### src/hdl/symbol_codec_map.svh
`ifndef SYMBOL_CODEC_MAP_SVH
`define SYMBOL_CODEC_MAP_SVH

// Control code groups
`define CG_IDLE 5'h1F
`define CG_J 5'h18
`define CG_K 5'h11
`define CG_T 5'h0D
`define CG_R 5'h07
`define CG_H 5'h04

// Nibbles presented to the MAC
`define NIB_SSD 4'h5
`define NIB_BAD_SSD 4'hE
`define NIB_ZERO 4'h0

// Last bit slot of a serialised code group
`define SYM_LAST_BIT 3'h4

// Low scrambler seed bits, keeps the seed non-zero for any address
`define SEED_LOW 6'h3F

// MLT-3 level zero; plus one (2'h1) and minus one (2'h3) are formed in the codec
`define LVL_ZERO 2'h0

// Transmit buffer shape: end flag, error flag, nibble
`define TXQ_WIDTH 6
`define TXQ_DEPTH 16

`endif

### src/hdl/symbol_codec_pkg.sv
package symbol_codec_pkg;

    // Transmit encoder states, one-hot
    typedef enum logic [3:0] {
        TX_IDLE = 4'h1,
        TX_K = 4'h2,
        TX_DATA = 4'h4,
        TX_R = 4'h8
    } tx_state_type;

    // Receive decoder states, one-hot
    typedef enum logic [4:0] {
        RX_IDLE = 5'h01,
        RX_K = 5'h02,
        RX_DATA = 5'h04,
        RX_T = 5'h08,
        RX_BAD = 5'h10
    } rx_state_type;

endpackage

### src/hdl/sym_fifo.sv
`timescale 1ns/1ps
`default_nettype none
module sym_fifo #(
    parameter int W = 6,
    parameter int D = 16
) (
    // Clock and reset
    input wire logic clk_sys,
    input wire logic rst,
    // Fill side
    input wire logic in_valid,
    input wire logic [W-1:0] in_data,
    output logic in_ready,
    // Drain side
    input wire logic out_ready,
    output logic out_valid,
    output logic [W-1:0] out_data
);
    localparam int AW = $clog2(D);

    logic [W-1:0] mem_ff [D]; // Storage, no reset needed for data
    logic [AW-1:0] wr_ptr_ff; // Next slot to fill
    logic [AW-1:0] rd_ptr_ff; // Head slot
    logic [AW:0] cnt_ff; // Words held
    logic [AW:0] nxt_cnt;
    logic push;
    logic pop;

    // Ready is registered so the source sees a clean level
    assign push = in_valid & in_ready;
    assign out_valid = (cnt_ff != '0);
    assign pop = out_valid & out_ready;
    assign out_data = mem_ff[rd_ptr_ff];
    assign nxt_cnt = cnt_ff + {{AW{1'b0}}, push} - {{AW{1'b0}}, pop};

    // Storage write
    always_ff @(posedge clk_sys)
    begin
        if (push)
            mem_ff[wr_ptr_ff] <= in_data;
    end

    // Pointers, fill level and ready
    always_ff @(posedge clk_sys)
    begin
        if (rst)
        begin
            wr_ptr_ff <= '0;
            rd_ptr_ff <= '0;
            cnt_ff <= '0;
            in_ready <= 1'b1;
        end
        else
        begin
            wr_ptr_ff <= wr_ptr_ff + AW'(push);
            rd_ptr_ff <= rd_ptr_ff + AW'(pop);
            cnt_ff <= nxt_cnt;
            in_ready <= (nxt_cnt < (AW+1)'(D));
        end
    end
endmodule
`default_nettype wire

### src/hdl/fast_ethernet_symbol_codec.sv
// Contract
// (RULE1) Nibbles map to 16 of 32 groups
// (RULE2) Data groups follow the fixed 4B/5B table
// (RULE3) First preamble byte becomes J then K
// (RULE4) Later nibbles coded in arrival order
// (RULE5) Enable drop appends T then R
// (RULE6) IDLE fills the line between frames
// (RULE7) J after IDLE gives 0101, else error
// (RULE8) K after J gives 0101, else error
// (RULE9) T then R drops carrier, else error
// (RULE10) H or invalid group during frame errors
// (RULE11) Control groups inside data are errors
// (RULE12) Scrambler seed comes from PHY address
// (RULE13) Scrambled bits go NRZI then MLT-3
// (RULE14) MLT-3 steps on one, holds on zero
// (RULE15) Receive symbols sampled on recovered strobe
// (RULE16) One sampler fed from selected pair
// (RULE17) Odd nibble count adds one error nibble
// (RULE18) Strap bit disables error forwarding
// (RULE19) Bad start shows 1110 until two IDLEs
// (RULE20) Transmit error sends H for nibble
// (RULE21) MAC holds enable over whole frame
`timescale 1ns/1ps
`default_nettype none
`include "symbol_codec_map.svh"
module fast_ethernet_symbol_codec
    import symbol_codec_pkg::*;
(
    // Clock and reset
    input wire logic clk_sys,
    input wire logic rst,
    // MII transmit side
    input wire logic tx_en,
    input wire logic tx_er,
    input wire logic [3:0] txd,
    output logic tx_ready,
    // Strap configuration
    input wire logic [4:0] phy_addr,
    input wire logic err_fwd_disable,
    // Line transmit level
    output logic [1:0] tx_mlt3,
    // Receive code groups from both cable pairs
    input wire logic rx_stb,
    input wire logic mdix_swap,
    input wire logic [4:0] rx_code_a,
    input wire logic [4:0] rx_code_b,
    // MII receive side
    output logic [3:0] rxd,
    output logic rx_dv,
    output logic rx_er,
    output logic crs
);
    // Data nibble to code group
    function automatic logic [4:0] enc5(input logic [3:0] n);
        case (n)
            4'h0: enc5 = 5'h1E;
            4'h1: enc5 = 5'h09;
            4'h2: enc5 = 5'h14;
            4'h3: enc5 = 5'h15;
            4'h4: enc5 = 5'h0A;
            4'h5: enc5 = 5'h0B;
            4'h6: enc5 = 5'h0E;
            4'h7: enc5 = 5'h0F;
            4'h8: enc5 = 5'h12;
            4'h9: enc5 = 5'h13;
            4'hA: enc5 = 5'h16;
            4'hB: enc5 = 5'h17;
            4'hC: enc5 = 5'h1A;
            4'hD: enc5 = 5'h1B;
            4'hE: enc5 = 5'h1C;
            default: enc5 = 5'h1D;
        endcase
    endfunction

    // Code group to {valid, nibble}; control and invalid give valid low
    function automatic logic [4:0] dec5(input logic [4:0] c);
        dec5 = 5'h00;
        for (int i = 0; i < 16; i++)
            if (enc5(4'(i)) == c)
                dec5 = {1'b1, 4'(i)};
    endfunction

    // Transmit buffer and framing
    logic tx_en_d_ff; // Enable one cycle ago, finds the frame end
    logic q_in_valid;
    logic [5:0] q_in_data;
    logic q_valid; // Head word present
    logic [5:0] q_head; // {end, error, nibble}
    logic q_pop;

    // Frame nibbles enter the queue; one end marker follows enable drop
    assign q_in_valid = tx_en | tx_en_d_ff;
    assign q_in_data = tx_en ? {1'b0, tx_er, txd} : 6'h20;

    always_ff @(posedge clk_sys)
    begin
        if (rst)
            tx_en_d_ff <= 1'b0;
        else
            tx_en_d_ff <= tx_en;
    end

    // The MAC paces itself on tx_ready, since code groups leave slower
    sym_fifo #(.W(`TXQ_WIDTH), .D(`TXQ_DEPTH)) u_txq (
        .clk_sys(clk_sys),
        .rst(rst),
        .in_valid(q_in_valid),
        .in_data(q_in_data),
        .in_ready(tx_ready),
        .out_ready(q_pop),
        .out_valid(q_valid),
        .out_data(q_head)
    );

    // Encoder state
    tx_state_type tx_st_ff, nxt_tx_st;
    logic [2:0] bit_cnt_ff; // Bit slot within the code group
    logic [4:0] sh_ff; // Code group shifting out, first bit on top
    logic [4:0] nxt_code;
    logic odd_ff, nxt_odd; // Odd count of MAC nibbles so far
    logic sym_load;
    logic head_eof;
    logic head_er;
    logic [3:0] head_nib;

    assign sym_load = (bit_cnt_ff == `SYM_LAST_BIT);
    assign head_eof = q_head[5];
    assign head_er = q_head[4];
    assign head_nib = q_head[3:0];

    // Pick the next code group at each group boundary
    always_comb
    begin
        nxt_tx_st = tx_st_ff;
        nxt_code = `CG_IDLE; // [RULE6]
        nxt_odd = odd_ff;
        q_pop = 1'b0;
        if (sym_load)
        begin
            case (tx_st_ff)
                TX_IDLE:
                    if (q_valid && !head_eof)
                    begin
                        nxt_code = `CG_J; // [RULE3]
                        q_pop = 1'b1;
                        nxt_odd = 1'b1;
                        nxt_tx_st = TX_K;
                    end
                    else
                        q_pop = q_valid; // Stray marker dropped
                TX_K:
                begin
                    nxt_code = `CG_K; // [RULE3]
                    nxt_tx_st = TX_DATA;
                    if (q_valid && !head_eof)
                    begin
                        q_pop = 1'b1;
                        nxt_odd = 1'b0;
                    end
                end
                TX_DATA:
                    if (!q_valid)
                        nxt_code = `CG_H; // Underrun marks the frame bad
                    else if (head_eof && odd_ff && !err_fwd_disable)
                    begin
                        nxt_code = `CG_H; // [RULE17] [RULE18]
                        nxt_odd = 1'b0;
                    end
                    else if (head_eof)
                    begin
                        nxt_code = `CG_T; // [RULE5]
                        q_pop = 1'b1;
                        nxt_tx_st = TX_R;
                    end
                    else
                    begin
                        // [RULE1] [RULE2] [RULE4] [RULE20]
                        nxt_code = head_er ? `CG_H : enc5(head_nib);
                        q_pop = 1'b1;
                        nxt_odd = !odd_ff;
                    end
                TX_R:
                begin
                    nxt_code = `CG_R; // [RULE5]
                    nxt_tx_st = TX_IDLE;
                end
                default:
                    nxt_tx_st = TX_IDLE;
            endcase
        end
    end

    // Encoder registers and serialiser
    always_ff @(posedge clk_sys)
    begin
        if (rst)
        begin
            tx_st_ff <= TX_IDLE;
            bit_cnt_ff <= 3'h0;
            sh_ff <= `CG_IDLE;
            odd_ff <= 1'b0;
        end
        else
        begin
            tx_st_ff <= nxt_tx_st;
            bit_cnt_ff <= sym_load ? 3'h0 : bit_cnt_ff + 3'h1;
            sh_ff <= sym_load ? nxt_code : {sh_ff[3:0], 1'b0};
            odd_ff <= nxt_odd;
        end
    end

    // Scrambler, NRZI and MLT-3
    logic [10:0] lfsr_ff; // Key stream generator
    logic seeded_ff; // Seed taken after reset release
    logic scr_bit;
    logic nrzi_ff; // NRZI line bit
    logic [1:0] phase_ff; // MLT-3 position in 0,+1,0,-1 cycle
    logic [1:0] nxt_phase;
    logic [1:0] nxt_lvl;

    assign scr_bit = sh_ff[4] ^ lfsr_ff[10];
    assign nxt_phase = phase_ff + {1'b0, nrzi_ff}; // [RULE14]
    assign nxt_lvl = nxt_phase[0] ? {nxt_phase[1], 1'b1} : `LVL_ZERO;

    // Address is caught after reset, so reset itself loads only constants
    always_ff @(posedge clk_sys)
    begin
        if (rst)
        begin
            lfsr_ff <= 11'h7FF;
            seeded_ff <= 1'b0;
        end
        else if (!seeded_ff)
        begin
            lfsr_ff <= {phy_addr, `SEED_LOW}; // [RULE12]
            seeded_ff <= 1'b1;
        end
        else
            lfsr_ff <= {lfsr_ff[9:0], lfsr_ff[10] ^ lfsr_ff[8]};
    end

    // Line coding chain
    always_ff @(posedge clk_sys)
    begin
        if (rst)
        begin
            nrzi_ff <= 1'b0;
            phase_ff <= 2'h0;
            tx_mlt3 <= `LVL_ZERO;
        end
        else
        begin
            nrzi_ff <= nrzi_ff ^ scr_bit; // [RULE13]
            phase_ff <= nxt_phase; // [RULE13]
            tx_mlt3 <= nxt_lvl;
        end
    end

    // Receive sampler and decoder
    rx_state_type rx_st_ff, nxt_rx_st;
    logic [4:0] rx_code_ff; // Sampled code group
    logic rx_stb_ff; // Sample strobe, one cycle
    logic prev_i_ff, nxt_prev_i; // Last group was IDLE
    logic [3:0] nxt_rxd;
    logic nxt_dv;
    logic nxt_er;
    logic nxt_crs;
    logic [4:0] rx_dec;
    logic is_i;
    logic is_j;
    logic is_k;
    logic is_t;
    logic is_r;

    assign rx_dec = dec5(rx_code_ff);
    assign is_i = (rx_code_ff == `CG_IDLE);
    assign is_j = (rx_code_ff == `CG_J);
    assign is_k = (rx_code_ff == `CG_K);
    assign is_t = (rx_code_ff == `CG_T);
    assign is_r = (rx_code_ff == `CG_R);

    // One sampler; the pair choice follows crossover resolution
    always_ff @(posedge clk_sys)
    begin
        if (rst)
        begin
            rx_code_ff <= `CG_IDLE;
            rx_stb_ff <= 1'b0;
        end
        else
        begin
            rx_stb_ff <= rx_stb; // [RULE15]
            if (rx_stb)
                rx_code_ff <= mdix_swap ? rx_code_b : rx_code_a; // [RULE16]
        end
    end

    // Decoder decisions, one per received group
    always_comb
    begin
        nxt_rx_st = rx_st_ff;
        nxt_rxd = rxd;
        nxt_dv = rx_dv;
        nxt_er = rx_er;
        nxt_crs = crs;
        nxt_prev_i = prev_i_ff;
        if (rx_stb_ff)
        begin
            nxt_prev_i = is_i;
            case (rx_st_ff)
                RX_IDLE:
                    if (is_j)
                    begin
                        nxt_rx_st = RX_K;
                        nxt_rxd = `NIB_SSD; // [RULE7]
                        nxt_dv = 1'b1;
                        nxt_er = 1'b0;
                        nxt_crs = 1'b1;
                    end
                    else if (!is_i)
                    begin
                        nxt_rx_st = RX_BAD; // [RULE19] [RULE8] [RULE9]
                        nxt_rxd = `NIB_BAD_SSD;
                        nxt_dv = 1'b0;
                        nxt_er = 1'b1;
                        nxt_crs = 1'b1;
                    end
                RX_K:
                    if (is_k)
                    begin
                        nxt_rx_st = RX_DATA;
                        nxt_rxd = `NIB_SSD; // [RULE8]
                    end
                    else
                    begin
                        nxt_rx_st = RX_BAD; // [RULE8]
                        nxt_rxd = `NIB_BAD_SSD;
                        nxt_dv = 1'b0;
                        nxt_er = 1'b1;
                    end
                RX_DATA:
                    if (is_t)
                    begin
                        nxt_rx_st = RX_T; // Data stops, carrier waits on R
                        nxt_dv = 1'b0;
                        nxt_er = 1'b0;
                    end
                    else if (is_i && prev_i_ff)
                    begin
                        nxt_rx_st = RX_IDLE;
                        nxt_rxd = `NIB_ZERO; // Idle line shows a zero nibble
                        nxt_dv = 1'b0;
                        nxt_er = 1'b0;
                        nxt_crs = 1'b0;
                    end
                    else if (rx_dec[4])
                    begin
                        nxt_rxd = rx_dec[3:0];
                        nxt_er = 1'b0;
                    end
                    else
                        nxt_er = 1'b1; // [RULE10] [RULE11] [RULE7] [RULE9]
                RX_T:
                    if (is_r)
                    begin
                        nxt_rx_st = RX_IDLE; // [RULE9]
                        nxt_rxd = `NIB_ZERO; // Last data nibble not left on
                        nxt_crs = 1'b0;
                    end
                    else
                    begin
                        nxt_rx_st = RX_DATA; // [RULE9]
                        nxt_dv = 1'b1;
                        nxt_er = 1'b1;
                    end
                RX_BAD:
                    if (is_i && prev_i_ff)
                    begin
                        nxt_rx_st = RX_IDLE; // [RULE19]
                        nxt_rxd = `NIB_ZERO;
                        nxt_er = 1'b0;
                        nxt_crs = 1'b0;
                    end
                default:
                    nxt_rx_st = RX_IDLE;
            endcase
        end
    end

    // Decoder registers drive the MII outputs directly
    always_ff @(posedge clk_sys)
    begin
        if (rst)
        begin
            rx_st_ff <= RX_IDLE;
            prev_i_ff <= 1'b0;
            rxd <= `NIB_ZERO;
            rx_dv <= 1'b0;
            rx_er <= 1'b0;
            crs <= 1'b0;
        end
        else
        begin
            rx_st_ff <= nxt_rx_st;
            prev_i_ff <= nxt_prev_i;
            rxd <= nxt_rxd;
            rx_dv <= nxt_dv;
            rx_er <= nxt_er;
            crs <= nxt_crs;
        end
    end
endmodule
`default_nettype wire

### config.mk
export PLATFORM = sky130hd
export DESIGN_NAME = fast_ethernet_symbol_codec
export DESIGN_NICKNAME = d
export VERILOG_FILES = /design/src/hdl/symbol_codec_pkg.sv /design/src/hdl/sym_fifo.sv /design/src/hdl/fast_ethernet_symbol_codec.sv
export VERILOG_INCLUDE_DIRS = /design/src /design/src/hdl
export SDC_FILE = /design/constraint.sdc
export NUM_CORES = 1
export LEC_CHECK = 0
export BUFFER_PORTS_ARGS = -buffer_cell sky130_fd_sc_hd__buf_4
export CORE_MARGIN = 2
export CORE_UTILIZATION = 66
export DETAILED_ROUTE_END_ITERATION = 7
export GPL_TIMING_DRIVEN = 0
export PLACE_DENSITY_LB_ADDON = 0.3
export SETUP_SLACK_MARGIN = 0.15
export SLEW_MARGIN = 20
export SYNTH_ARGS = -nofsm -noshare
export SYNTH_HDL_FRONTEND = slang
export SYNTH_SLANG_ARGS = --single-unit
export TNS_END_PERCENT = 1
### constraint.sdc
create_clock -name clk_sys -period 7.45 [get_ports clk_sys]
set_input_delay 1.1175 -clock clk_sys [delete_from_list [all_inputs] [get_ports clk_sys]]
set_output_delay 1.1175 -clock clk_sys [all_outputs]
set_load 0.02 [all_outputs]
After elaboration in Yosys (flattened, before gate mapping)
Memories as Yosys holds them, arrays and structs flattened. A register that Yosys moved wholly into a read port is not among the register bits.
Cells that the tools add are included.
Widths: inputs -> output; s select.
- register bits after elaboration: 64
- bits in latches: 0
- memory bits (writable): 96
- memory bits (read-only): 80
- input port bits: 26
- output and inout bits: 10
- word-level logic and storage cells: 191
- memories kept: 2
- memories (name ; words ; bits a word ; read ports ; clocked after Yosys merged registers in ; write ports ; line ; text):
    u_txq.mem_ff ; 16 ; 6 ; 1 ; 1 ; 1 ; sym_fifo.sv:21 ; logic [W-1:0] mem_ff [D];
    (name not given) ; 16 ; 5 ; 1 ; 0 ; 0 ; fast_ethernet_symbol_codec.sv:55 ; case (n)
- add/subtract/negate cells: 6
- multipliers: 0
- divide/modulo/power cells: 0
- $lt $le $gt $ge: 1
- equality and inequality tests: 45
- shifts and indexed selects: 0
- muxes and demuxes: 83
- bitwise operators: 8
- reduce and logical (&&, ||, !) cells: 22
- operator list (cell ; count):
    $mux 5 ; 27
    $eq 5x5->1 const A ; 11
    $mux 4 ; 13
    $mux 1 ; 30
    $eq 4x5->1 const A ; 5
    $pmux 5 s5 ; 1
    $eq 5x5->1 const B ; 4
    $ne 2x2->1 const B ; 10
    $pmux 4 s5 ; 1
    $pmux 5 s4 ; 1
    $reduce_and 6->1 ; 3
    $ne 3x3->1 const B ; 4
    $pmux 4 s3 ; 1
    $mux 11 ; 1
    $eq 5x3->1 const B ; 2
    $eq 5x4->1 const B ; 2
    $reduce_and 5->1 ; 2
    $reduce_bool 5->1 ; 2
    $add 4x1->4 ; 2
    $pmux 1 s4 ; 2
    $reduce_bool 4->1 ; 2
    $reduce_and 7->1 ; 1
    $mux 3 ; 2
    $mux 6 ; 1
    23 further kinds ; 35

Longest topological paths before layout
- depth after elaboration: 21
- mapped depth: 18

Modules after synthesis
A second synthesis with hierarchy kept.
- cell total of the unflattened synthesis: 579
- area total of the unflattened synthesis: 7378.3 sq um
- by module, submodules not included (module ; times used ; cells an instance ; area an instance (sq um)):
    sym_fifo ; 1 ; 241 ; 4444.3
    fast_ethernet_symbol_codec ; 1 ; 338 ; 2934.1

Worst setup path before layout
Ideal clock, no wire load.
- kind: reg2reg
- from: register u_txq.rd_ptr_ff[0] (netlist name)
- to: register u_txq.cnt_ff[4]
- library setup time: 0.115 ns
- data arrival time: 3.423 ns
- data required time: 7.335 ns
- setup slack: 3.912 ns
- stages on the path, launching flop included: 19
- buffers on the path: 1
- period minus slack after synthesis: 3.538 ns
- cells stage by stage: dfxtp_1 -> buf_6 -> mux4_1 -> mux2i_1 -> mux2i_1 -> nor2_1 -> a22oi_1 -> a211oi_1 -> ha_1 -> inv_1 -> ha_1 -> inv_1 -> fa_1 -> inv_1 -> a21oi_1 -> nor2_1 -> nor2_1 -> xnor2_1 -> and2_1
- RTL lines (item ; line ; text):
    end signal, assigned ; sym_fifo.sv:57 ; cnt_ff <= nxt_cnt;
    end, declared ; sym_fifo.sv:24 ; logic [AW:0] cnt_ff;

==> run metrics <==
max-slew violations=0; clock tree buffer depth=2; postcts setup bufs=0; Worst setup SP type=flip-flop; async set-reset flop share out of synthesis=0%; # IOs=36; hold path cells=1; Final period util=55.84%; Placement Setup Slack=3352 ps; Mapped Nets=615; min cycle time layout=4160 ps; DRT Wirelength=15360 um; CP required=7880 ps; Die X-Extent=108.8 um; Syn Inst Count=575; number of iterations in the first detailed-routing pass=5; CTS buffer count=17; Clock Latency Late Sink=550 ps; Util after Layout=76.92%; hold_buf cts=0; post-synth top area cell=edfxtp_1; warnings from Yosys=0; Final Hold Vio Count=0; Post-Layout Cell Count=780; routed len/inst=19.69 um; CTS tree=done; clk_skew=11.46 ps; largest net degree at the start of global routing=18; n_diodes=0; Max-Cap Viols=0; RD Place Congestion=0.9180; drt via density=6.156; vias in the first global route=4632; Setup TNS=0 ps; setup slack after layout=3290 ps; core area=10790 um2; Synth cell types=75; final antenna-violating net count=0; Initial Util=67.19%; sequential cell area fraction in the yosys report=57.14%; die area=11840 um2; unrepaired setup endpoints after global routing=no; critical path class=flip-flop to flip-flop; hpwl dp=10560 um; Resized Gates After CTS=0; Placement Cell Area=7681 um2; clk slew on worst S/H paths=60 ps; pwr dens=274.8 nW/um2; status=complete, no violations; fmax=0.2404 GHz; synthesized flop and latch total=159; Setup-failing EPs final=0; global-route wire length before repair=24410 um; top cell type's share of synthesized area=39.75%; top cells by area, synth=edfxtp_1 (40%), dfxtp_1 (17%), mux4_1 (4.3%); DR iter-0 viols=389; initial antenna violation count=0; Area Overhead vs Synth=14.48%; clock sink count=159; dpl cells=748; Worst-Margin Slew=1001 ps; grt ovf=0; Hold Path Class=flip-flop to flip-flop; worst reg2reg path depth=18; Worst slew margin=32.74%; num rows=38; via count=4802; H-tree lvl count=4; Layout Nets=667; synthesized area=7252 um2; chip height=108.8 um; Clock Tree Root=clkbuf_8; number of synthesized flops with an enable pin=96; GRT Total Usage=28.47%; Port Buf Inserts=33; final instance area=8302 um2; Avg Cell Area, Syn=12.61 um2; P_leak=0.002968 uW; Critical Path Fanout Max=10; WP data arrival=4590 ps; Critical Path End Type=flip-flop; layout cells sized above 1=16.09%; DRC Markers=0; prevailing post-synth register cell=edfxtp_1; Worst VDD drop=255.5 uV
-- cells by family (layout without fill, tap and decap cells) --
family / count (synthesis) / in the layout / share of synthesized area (%)
and+or+nand+nor: 177 / 177 / 12.80
DFF: 159 / 159 / 57.14
AOI/OAI and AO/OA: 103 / 103 / 10.37
buffers and inverters: 54 / 119 / 3.537
muxes: 48 / 48 / 11.21
xor gates and xnor gates: 20 / 20 / 2.415
adders and majority gates: 14 / 14 / 2.519
-- through the flow --
step                      power (uW)  hold WS [ps]
after floorplan                 1298         386.3
after global placement          1379         394.4
final                           2281         409.9
after CTS                       2289         414.1
after detailed placement        1395         392.6
after global routing            2379         431.6
-- cells in the mapped netlist (7+ instances only) --
cell type / n
a21oi_1: 19
and2_1: 9
clkbuf_1: 15
dfxtp_1: 63
edfxtp_1: 96
ha_1: 13
inv_1: 21
mux2i_1: 25
mux4_1: 12
mux4_2: 11
nand2_1: 34
nand2b_1: 18
nand3_1: 9
nor2_1: 52
nor2b_1: 12
nor3_1: 7
o21ai_0: 23
xnor2_1: 14
-- per-layer routing --
metal / global-route usage (%) / wire (um)
met1: 34.80 / 6272
met2: 47.28 / 7627
met3: 7.950 / 993
met4: 12.91 / 466
met5: 0 / 0
-- worst max-delay path, stage by stage, from the launching register on --
cell,delay (ps)
dfxtp_1,360
buf_6,200
mux4_1,610
mux2i_1,190
mux2i_1,280
nor2_1,340
a22oi_1,110
a211oi_1,400
ha_1,290
inv_1,50
ha_1,160
inv_1,60
fa_1,430
inv_1,70
a21oi_1,60
nor2_1,90
nor2_1,60
xnor2_1,120
and2_1,160
-- registers in the layout, indices dropped and copies added, names as in the netlist, 2 cells and up --
name,flops
bit_cnt_ff,3
lfsr_ff,11
phase_ff,2
rx_code_ff,5
rx_st_ff,5
rxd,4
sh_ff,5
tx_st_ff,4
u_txq.cnt_ff,5
u_txq.mem_ff,96
u_txq.rd_ptr_ff,4
u_txq.wr_ptr_ff,4
-- report_power, final --
group	switching, uW	internal, uW
clock network	349	551
registers	29.1	991
logic	205	157
total	583	1700
-- worst paths after layout --
path                                          from              end  slack, ps
worst max-delay path            u_txq.rd_ptr_ff[0]  u_txq.cnt_ff[4]       3290
worst min-delay path                    lfsr_ff[2]       lfsr_ff[3]        410
worst max register to register  u_txq.rd_ptr_ff[0]  u_txq.cnt_ff[4]       3290
worst min register to register          lfsr_ff[2]       lfsr_ff[3]        410
-- layout by cell type, fill, tap and decap left out, drive strengths merged, types with 4 or more instances in the layout --
cell,netlist,layout
edfxtp,96,96
nor2b,12,12
dfxtp,63,63
or3,4,4
inv,21,25
o21ai,25,25
xor2,6,6
nand3,9,9
nor4b,4,4
a31oi,5,5
o211ai,4,4
buf,17,50
nand2,34,34
a21oi,19,19
nor2,53,53
nand2b,18,18
nor3,7,7
a311oi,5,5
ha,13,13
clkbuf,15,37
a221oi,5,5
and3,5,5
a211oi,6,6
mux2i,25,25
and2,9,9
nand3b,5,5
xnor2,14,14
mux4,23,23
-- cell type report --
class / instances / area [um2]
Sequential cell: 159 / 4144
Multi-Input combinational cell: 362 / 2858
Fill cell: 641 / 2491
Clock buffer: 22 / 473.0
Timing Repair Buffer: 33 / 247.7
Tap cell: 140 / 175.2
Buffer: 32 / 173.9
Clock inverter: 10 / 147.6
Inverter: 22 / 82.58
Power figures use the tool's default switching activity.
